File: src/hw/tdr_pkg.sv
// Shared constants and types for the two-wire DAC code receiver.
// Assumes a 50 MHz system clock; every timing count is derived from it here.
`default_nettype none

package tdr_pkg;

  // System clock period, in nanoseconds.
  localparam int CLK_PERIOD_NS = 20;

  // Width of the committed DAC code and of one bus byte.
  localparam int CODE_W = 6;
  localparam int BYTE_W = 8;

  // Number of steps over the reference span (one step is reference over this figure).
  localparam int CODE_STEPS = 64;

  // Position of the six code bits inside the data byte; the two subbits sit below.
  localparam int CODE_MSB = 7;
  localparam int CODE_LSB = 2;

  // Bit position of the power-down request in the address byte.
  localparam int PD_BIT = 0;

  // Reset values of the committed state.
  localparam logic [5:0] CODE_RESET = 6'h00;
  localparam logic PD_RESET = 1'b0;

  // The four preset slave addresses, left justified with the low bit zero.
  localparam logic [7:0] ADDR_OPT_0 = 8'h60;
  localparam logic [7:0] ADDR_OPT_1 = 8'h62;
  localparam logic [7:0] ADDR_OPT_2 = 8'h64;
  localparam logic [7:0] ADDR_OPT_3 = 8'h66;

  // Highest serial clock rate the receiver is built for, in kilohertz.
  localparam int SCL_MAX_KHZ = 400;

  // Shutdown entry is a longest time, wake-up is a longest time; both round down.
  localparam int PWRDN_ENTRY_NS = 5000;
  localparam int PWRDN_EXIT_NS = 50000;
  localparam int PWRDN_ENTRY_CYCLES = PWRDN_ENTRY_NS / CLK_PERIOD_NS;
  localparam int PWRDN_EXIT_CYCLES = PWRDN_EXIT_NS / CLK_PERIOD_NS;
  localparam int TIMER_W = 12;

  // Protocol states of the receiver.
  typedef enum logic [2:0] {
    ST_IDLE,
    ST_ADDR,
    ST_ADDR_ACK,
    ST_DATA,
    ST_DATA_ACK,
    ST_WAIT_STOP,
    ST_IGNORE
  } tdr_state_t;

endpackage

`default_nettype wire

File: src/hw/tdr_pin_sync.sv
// Two-flip-flop synchroniser for a group of asynchronous pin levels.
// Assumes the inputs are slow levels relative to the clock; the first stage feeds only the second.
`timescale 1ns/1ps
`default_nettype none

module tdr_pin_sync #(
  parameter int WIDTH = 2
) (
  input wire logic clk,
  input wire logic reset,
  input wire logic [WIDTH-1:0] async_in,
  output logic [WIDTH-1:0] sync_out
);

  genvar i;

  // One pair of stages per bit; idle bus level is high, so both reset high.
  generate
    for (i = 0; i < WIDTH; i++) begin : g_bit
      logic meta_q;
      logic meta_d;
      logic sync_q;
      logic sync_d;
      always_comb begin
        meta_d = async_in[i];
        sync_d = meta_q;
      end
      always_ff @(posedge clk) begin
        if (reset) begin
          meta_q <= 1'b1;
          sync_q <= 1'b1;
        end else begin
          meta_q <= meta_d;
          sync_q <= sync_d;
        end
      end
      assign sync_out[i] = sync_q;
    end
  endgenerate

endmodule

`default_nettype wire

File: src/hw/tdr_receiver.sv
// Two-wire slave receiver that captures a DAC code and a power-down request.
// Assumes the bus pins are asynchronous to ref_clk and are oversampled here;
// the analog section consumes the committed code and power flags.
`timescale 1ns/1ps
`default_nettype none

// What this block does
// - Six code bits are straight binary, MSB first, one step is reference over 64.
// - Power-on or brown-out reset clears the committed code to zero.
// - Shutdown disables circuits and zeroes output; entry under 5 us; exit required under 50 us but takes the full 2500 cycles, 50 us, after the flag falls.
// - The device only pulls the data line low, and only for acknowledge.
// - Data is sampled while the clock line is high.
// - Transaction is START, address with power bit, one data byte, STOP.
// - Each byte takes nine clocks; the ninth is the acknowledge slot.
// - The seven address bits are matched against one of four preset addresses.
// - The eighth address bit requests shutdown when one, normal mode when zero.
// - Address is acknowledged either way; immediate STOP or restart changes nothing.
// - Power state and code update only after the second byte fully transfers.
// - After the data acknowledge the new code is applied at STOP.
// - With power-down requested the data line stays released, reading all ones.
// - The general call address and CBUS transfers get no response.
// - Only seven-bit addressing; ten-bit formats get no response.
// - Restart is allowed, but only a STOP right after the data byte commits.
// - The interface works at clock rates up to 400 kHz.
module tdr_receiver #(
  parameter int ADDR_OPTION = 0
) (
  input wire logic ref_clk,
  input wire logic reset,
  input wire logic scl_in,
  input wire logic sda_in,
  output logic sda_out,
  output logic sda_oe,
  output logic [5:0] dac_code,
  output logic power_down,
  output logic circuit_enable,
  output logic output_live
);

  ////////////////////////////////////////////////////////////////////////////
  // Pin sampling and bus condition detection.

  localparam int ENTRY_INT = tdr_pkg::PWRDN_ENTRY_CYCLES;

  logic [1:0] pins_s;
  logic scl_s;
  logic sda_s;
  logic scl_p_q;
  logic sda_p_q;
  logic scl_rise;
  logic scl_fall;
  logic start_evt;
  logic stop_evt;
  logic [7:0] own_addr;

  // Both pins pass two flops; 50 MHz gives over sixty samples per 400 kHz bit.
  tdr_pin_sync #(
    .WIDTH(2)
  ) u_sync (
    .clk(ref_clk),
    .reset(reset),
    .async_in({scl_in, sda_in}),
    .sync_out(pins_s)
  );

  assign scl_s = pins_s[1];
  assign sda_s = pins_s[0];

  // Previous samples for edge and condition detection; reset to the idle-high bus.
  always_ff @(posedge ref_clk) begin
    if (reset) begin
      scl_p_q <= 1'b1;
      sda_p_q <= 1'b1;
    end else begin
      scl_p_q <= scl_s;
      sda_p_q <= sda_s;
    end
  end

  // A data change while the clock stays high can only be START or STOP.
  assign scl_rise = scl_s & ~scl_p_q;
  assign scl_fall = ~scl_s & scl_p_q;
  assign start_evt = scl_s & scl_p_q & sda_p_q & ~sda_s;
  assign stop_evt = scl_s & scl_p_q & ~sda_p_q & sda_s;

  // The preset address is fixed per build; other values fall back to the first option.
  always_comb begin
    case (ADDR_OPTION)
      1: own_addr = tdr_pkg::ADDR_OPT_1;
      2: own_addr = tdr_pkg::ADDR_OPT_2;
      3: own_addr = tdr_pkg::ADDR_OPT_3;
      default: own_addr = tdr_pkg::ADDR_OPT_0;
    endcase
  end

  ////////////////////////////////////////////////////////////////////////////
  // Protocol state machine.

  tdr_pkg::tdr_state_t state_q;
  tdr_pkg::tdr_state_t state_d;
  logic [7:0] shift_q;
  logic [7:0] shift_d;
  logic [3:0] bit_cnt_q;
  logic [3:0] bit_cnt_d;
  logic ack_seen_q;
  logic ack_seen_d;
  logic pd_req_q;
  logic pd_req_d;
  logic [5:0] code_buf_q;
  logic [5:0] code_buf_d;
  logic sda_oe_q;
  logic sda_oe_d;
  logic sda_out_q;
  logic commit;
  logic addr_hit;

  // The seven upper bits must equal the preset; general call and ten-bit headers never do.
  assign addr_hit = (shift_q[7:1] == own_addr[7:1]);

  // A STOP while waiting after the data acknowledge is the only commit point.
  assign commit = stop_evt & (state_q == tdr_pkg::ST_WAIT_STOP);

  // Next-state logic; START and STOP override everything so a broken frame cannot hang us.
  always_comb begin
    state_d = state_q;
    shift_d = shift_q;
    bit_cnt_d = bit_cnt_q;
    ack_seen_d = ack_seen_q;
    pd_req_d = pd_req_q;
    code_buf_d = code_buf_q;
    sda_oe_d = sda_oe_q;
    if (start_evt) begin
      // Restart abandons any uncommitted byte and begins a new address.
      state_d = tdr_pkg::ST_ADDR;
      shift_d = 8'h00;
      bit_cnt_d = 4'h0;
      ack_seen_d = 1'b0;
      sda_oe_d = 1'b0;
    end else if (stop_evt) begin
      state_d = tdr_pkg::ST_IDLE;
      bit_cnt_d = 4'h0;
      sda_oe_d = 1'b0;
    end else begin
      case (state_q)
        tdr_pkg::ST_IDLE: begin
          sda_oe_d = 1'b0;
        end
        tdr_pkg::ST_ADDR, tdr_pkg::ST_DATA: begin
          if (scl_rise && bit_cnt_q < 4'h8) begin
            // Sample while the clock is high, MSB first.
            shift_d = {shift_q[6:0], sda_s};
            bit_cnt_d = bit_cnt_q + 4'h1;
          end else if (scl_fall && bit_cnt_q == 4'h8) begin
            bit_cnt_d = 4'h0;
            ack_seen_d = 1'b0;
            if (state_q == tdr_pkg::ST_ADDR) begin
              if (addr_hit) begin
                // Acknowledge the address whatever the power bit says.
                state_d = tdr_pkg::ST_ADDR_ACK;
                sda_oe_d = 1'b1;
                pd_req_d = shift_q[tdr_pkg::PD_BIT];
              end else begin
                state_d = tdr_pkg::ST_IGNORE;
              end
            end else begin
              // In a read-out the master acknowledges, so the line stays released.
              state_d = tdr_pkg::ST_DATA_ACK;
              sda_oe_d = ~pd_req_q;
              code_buf_d = shift_q[tdr_pkg::CODE_MSB:tdr_pkg::CODE_LSB];
            end
          end
        end
        tdr_pkg::ST_ADDR_ACK, tdr_pkg::ST_DATA_ACK: begin
          // Hold the acknowledge through the ninth clock and release on its falling edge.
          if (scl_rise) begin
            ack_seen_d = 1'b1;
          end else if (scl_fall && ack_seen_q) begin
            sda_oe_d = 1'b0;
            ack_seen_d = 1'b0;
            if (state_q == tdr_pkg::ST_ADDR_ACK) begin
              state_d = tdr_pkg::ST_DATA;
            end else begin
              state_d = tdr_pkg::ST_WAIT_STOP;
            end
          end
        end
        tdr_pkg::ST_WAIT_STOP: begin
          // A STOP needs a clock rise first, so only a falling clock proves a third byte.
          if (scl_fall) begin
            state_d = tdr_pkg::ST_IGNORE;
          end
        end
        tdr_pkg::ST_IGNORE: begin
          sda_oe_d = 1'b0;
        end
        default: begin
          state_d = tdr_pkg::ST_IDLE;
          sda_oe_d = 1'b0;
        end
      endcase
    end
  end

  // Registers of the protocol group.
  always_ff @(posedge ref_clk) begin
    if (reset) begin
      state_q <= tdr_pkg::ST_IDLE;
      shift_q <= 8'h00;
      bit_cnt_q <= 4'h0;
      ack_seen_q <= 1'b0;
      pd_req_q <= tdr_pkg::PD_RESET;
      code_buf_q <= tdr_pkg::CODE_RESET;
      sda_oe_q <= 1'b0;
      sda_out_q <= 1'b0;
    end else begin
      state_q <= state_d;
      shift_q <= shift_d;
      bit_cnt_q <= bit_cnt_d;
      ack_seen_q <= ack_seen_d;
      pd_req_q <= pd_req_d;
      code_buf_q <= code_buf_d;
      sda_oe_q <= sda_oe_d;
      sda_out_q <= 1'b0; // Open drain: the only level ever driven is low.
    end
  end

  ////////////////////////////////////////////////////////////////////////////
  // Committed code, power state and shutdown timing.

  logic [5:0] code_q;
  logic [5:0] code_d;
  logic pd_q;
  logic pd_d;
  logic circuit_q;
  logic circuit_d;
  logic live_q;
  logic live_d;
  logic [11:0] wake_cnt_q;
  logic [11:0] wake_cnt_d;

  // A read-out frame only changes the power mode; the code keeps its last value.
  always_comb begin
    code_d = code_q;
    pd_d = pd_q;
    circuit_d = ~pd_q;
    live_d = live_q;
    wake_cnt_d = wake_cnt_q;
    if (commit) begin
      pd_d = pd_req_q;
      if (!pd_req_q) begin
        code_d = code_buf_q;
      end
    end
    if (pd_q) begin
      // Entry drops the output at once, well inside the entry limit.
      live_d = 1'b0;
      wake_cnt_d = 12'h000;
    end else if (!live_q) begin
      // Wake-up waits out the exit time so the analog path has settled.
      if (wake_cnt_q == 12'(tdr_pkg::PWRDN_EXIT_CYCLES - 1)) begin
        live_d = 1'b1;
      end else begin
        wake_cnt_d = wake_cnt_q + 12'h001;
      end
    end
  end

  // Reset stands for power-on and brown-out: code zero, powered up.
  always_ff @(posedge ref_clk) begin
    if (reset) begin
      code_q <= tdr_pkg::CODE_RESET;
      pd_q <= tdr_pkg::PD_RESET;
      circuit_q <= 1'b1;
      live_q <= 1'b1;
      wake_cnt_q <= 12'h000;
    end else begin
      code_q <= code_d;
      pd_q <= pd_d;
      circuit_q <= circuit_d;
      live_q <= live_d;
      wake_cnt_q <= wake_cnt_d;
    end
  end

  assign sda_out = sda_out_q;
  assign sda_oe = sda_oe_q;
  assign dac_code = code_q;
  assign power_down = pd_q;
  assign circuit_enable = circuit_q;
  assign output_live = live_q;
endmodule

`default_nettype wire
File: config.mk
export PLATFORM = sky130hd
export DESIGN_NAME = tdr_receiver
export DESIGN_NICKNAME = d
export VERILOG_FILES = /design/src/hw/tdr_pkg.sv /design/src/hw/tdr_pin_sync.sv /design/src/hw/tdr_receiver.sv
export SDC_FILE = /design/constraint.sdc
export NUM_CORES = 1
export LEC_CHECK = 0
export ABC_AREA = 1
export BUFFER_PORTS_ARGS = -buffer_cell sky130_fd_sc_hd__buf_2
export CELL_PAD_IN_SITES_DETAIL_PLACEMENT = 0
export CELL_PAD_IN_SITES_GLOBAL_PLACEMENT = 1
export CORE_MARGIN = 2
export CORE_UTILIZATION = 47
export CTS_CLUSTER_DIAMETER = 30
export DETAILED_ROUTE_END_ITERATION = 6
export PLACE_DENSITY_LB_ADDON = 0.3
export SLEW_MARGIN = 10
export SYNTH_ARGS = -nofsm -noshare
export SYNTH_HDL_FRONTEND = slang
export SYNTH_SLANG_ARGS = --single-unit
File: constraint.sdc
create_clock -name ref_clk -period 3.6 [get_ports ref_clk]
set_input_delay 0.9 -clock ref_clk [delete_from_list [all_inputs] [get_ports ref_clk]]
set_output_delay 0.9 -clock ref_clk [all_outputs]
set_load 0.03 [all_outputs]
==> flow_summary.ini <==
[timing]
min_period_ns = 1.86
finalSetupViolations = 0
min_period_over_period_pct = 51.7
rsz0062_at_grt = no
max_transition_margin_pct = 52.0
maxSlewViolCount = 0
achievable-frequency_ghz = 0.537
report.final.hold_viol_count = 0
setup_total_negative_slack_ns = 0
actual_transition_at_the_worst_max_transition_pin_ns = 0.720
worst_slack_ns = 1.74
skew_ns = 0.00502

[detailed_routing]
postRouteWirelength_mm = 4.58
via_count = 1970
drt_first_pass_iters = 6
via_per_inst = 4.82
antenna_violating_nets_post_route = 0
drt-wirelength-per-cell_um = 11.2
drc_errors = 0
detail_route.iter0.violations = 91

[floorplan]
die_area_mm2 = 0.00565
core.rowCount = 25
initial_core_util_pct = 49.5
die_x_um = 75.2
core_area_mm2 = 0.00482
top_level_ports = 15
die_h_um = 75.2

[cells_and_area]
layout_stage_area_growth_over_the_synthesis_result_pct = 7.88
final_cell_area_mm2 = 0.00257
finish.cell_count_without_fillers = 409
layout.filler_cells = 490
area.sequential_mm2 = 0.00102
number_of_nets_in_the_layout = 348
share_of_cells_above_drive_strength_1_pct = 15.8
num_antenna_cells = 0
multi_input_area_mm2 = 0.00115

[grt]
grt_max_degree = 17
grt_pass1_wl_mm = 8.24
grt_antenna_before_repair = 0
grt_usage_pct = 18.8
via_count_of_the_first_global_routing_pass = 1854
grt-ovfl-total = 0

[logic_synthesis]
avgSynthCellArea_um2 = 7.26
synth.distinct_cells = 32
ys_seq_area_share_pct = 42.9
yosys_warn_count = 0
synth.net_count = 335
total_of_flip_flops_plus_latches_after_synthesis = 51
synthDominantAreaCellType = dfxtp_1
synth_top_cell_area_share_pct = 42.9
syn-cell-area_mm2 = 0.00238
syn_inst = 328
synth.area.top_cells = dfxtp_1, nand2_1, a21oi_1

[pwr]
power_density_mw_per_mm2 = 435
total_power_draw_mw = 1.12
leakage_nw = 0.971
ir_worst_vdd_mv = 0.300

[clocking]
clock_sink_count = 51
cts-resized-gates = 0
root_buffer = clkbuf_8
cts.repair_timing.setup_buffer_count = 0
cts_htree_levels = 2
cts_hold_repair.buffers = 0
cts_buffers = 5
worstSkewPairLatency_ns = 0.30
cts_tree = built
max-clock-path-buffers = 2
path_clk_slew_ns = 0.09

[setup_path]
critical_path.slowest_cell = dfxtp_1
cp_data_required_time_ns = 2.70
cp_top_family = flip-flops
worst_ep_arrival_time_ns = 0.96
critical_path.startpoint_type = flop
worstSetupEndpointType = primary output
crit_path_max_fanout = 5
critPathBufInv = 1
worstSetupPathType = flop to primary output
cp_slowest_stage_delay_ns = 0.43
cells_along_the_critical_path = buf_2

[placed_design]
dpl.cell_count = 401
dp_hpwl_mm = 3.36
place_area_mm2 = 0.00248
port_buffers = 13
place_worst_setup_slack_ns = 1.61
finalWeightedCongestion = 0.826

[outcome]
run_status = complete, no violations

[worst_hold_path]
min_path_type = flop to flop

[job]
cap_viol_max_count = 0
-- cell families (layout without fill, tap and decap cells) --
| logic type | after synthesis | count (layout) | share of synthesized area [%] |
|---|---|---|---|
| simple gates | 149 | 149 | 27.3 |
| compound gates | 65 | 65 | 15.5 |
| flops | 51 | 51 | 42.9 |
| buf+inv | 49 | 63 | 8.93 |
| xor+xnor | 10 | 10 | 3.68 |
| fa+ha+maj | 3 | 3 | 1.58 |
| other cells | 1 | 1 | 0.157 |
-- path summary, 6_finish.rpt --
check	from	end	slack [ns]	cells past startpoint
worst max-delay path	power_down	power_down	1.74	1
worst min-delay path	u_sync.g_bit[0].meta_q	u_sync.g_bit[0].sync_q	0.42	1
worst max register to register	wake_cnt_q[0]	wake_cnt_q[0]	1.78	8
worst min register to register	u_sync.g_bit[0].meta_q	u_sync.g_bit[0].sync_q	0.42	1
-- flip-flops by register name, summed over array words and instances, names as in the netlist --
| register | count |
|---|---|
| bit_cnt_q | 4 |
| u_sync.g_bit.meta_q | 2 |
| sda_p_q | 1 |
| code_buf_q | 6 |
| state_q | 3 |
| ack_seen_q | 1 |
| power_down | 1 |
| scl_p_q | 1 |
| wake_cnt_q | 12 |
| output_live | 1 |
| pd_req_q | 1 |
| shift_q | 8 |
| dac_code | 6 |
| sda_oe | 1 |
| circuit_enable | 1 |
| u_sync.g_bit.sync_q | 2 |
-- layer usage --
metal	wire length (um)	track usage (%)	vias to the layer above	share of wire [%]
met3	119	4.02	5	2.6
met4	36	4.68	0	0.79
met5	0	0	-	0
met2	2010	30.8	19	44
met1	2420	25.5	880	53
li1	-	-	1066	-
-- Yosys cell counts --
master and count:
nand3_1 11, nor3_1 2, nand3_2 1, nor2_4 1, ha_1 3, clkinv_4 1, clkbuf_1 2, xor2_1 6
buf_4 2, buf_2 1, buf_6 2, or2_2 4, nor2_1 33, nand2_2 3, nand4_1 3, nand2_4 1
xnor2_1 4, o21ai_2 6, o21ai_0 16, conb_1 1, o21ai_1 2, a21oi_2 4, nor2_2 6, inv_1 33
nand2_1 83, a21oi_1 34, clkinv_1 2, nor3_4 1, o211ai_1 1, inv_2 6, a211oi_1 2, dfxtp_1 51
-- power breakdown --
group / internal, mW / total, mW / switching (mW)
sequential: 0.580 / 0.595 / 0.0150
clock: 0.140 / 0.330 / 0.190
combinational: 0.0625 / 0.195 / 0.132
-- through the flow --
stage,hold WS [ns],utilization [%]
3_3_place_gp,0.393,51.5
5_1_grt,0.443,53.4
6_report,0.417,53.4
3_5_place_dp,0.399,51.5
2_1_floorplan,0.389,-
4_1_cts,0.422,53.4
-- area by class of cell --
| cell class | instances | share of cell area [%] |
|---|---|---|
| well taps | 67 | 3.26 |
| clock inverters | 2 | 0.633 |
| multi-input cells | 228 | 44.7 |
| clock buffers | 6 | 2.82 |
| inverters | 42 | 6.33 |
| flip-flops and latches | 51 | 39.7 |
| repair buffers | 13 | 2.53 |
-- placed cells by master (no fill, tap or decap), types with 11 or more instances in the layout --
cell	instances
inv_1	33
nor2_1	33
nand2_1	83
o21ai_0	16
a21oi_1	34
dfxtp_1	51
buf_2	13
nand3_1	11
Note: power is estimated with default switching activity, not from simulation.
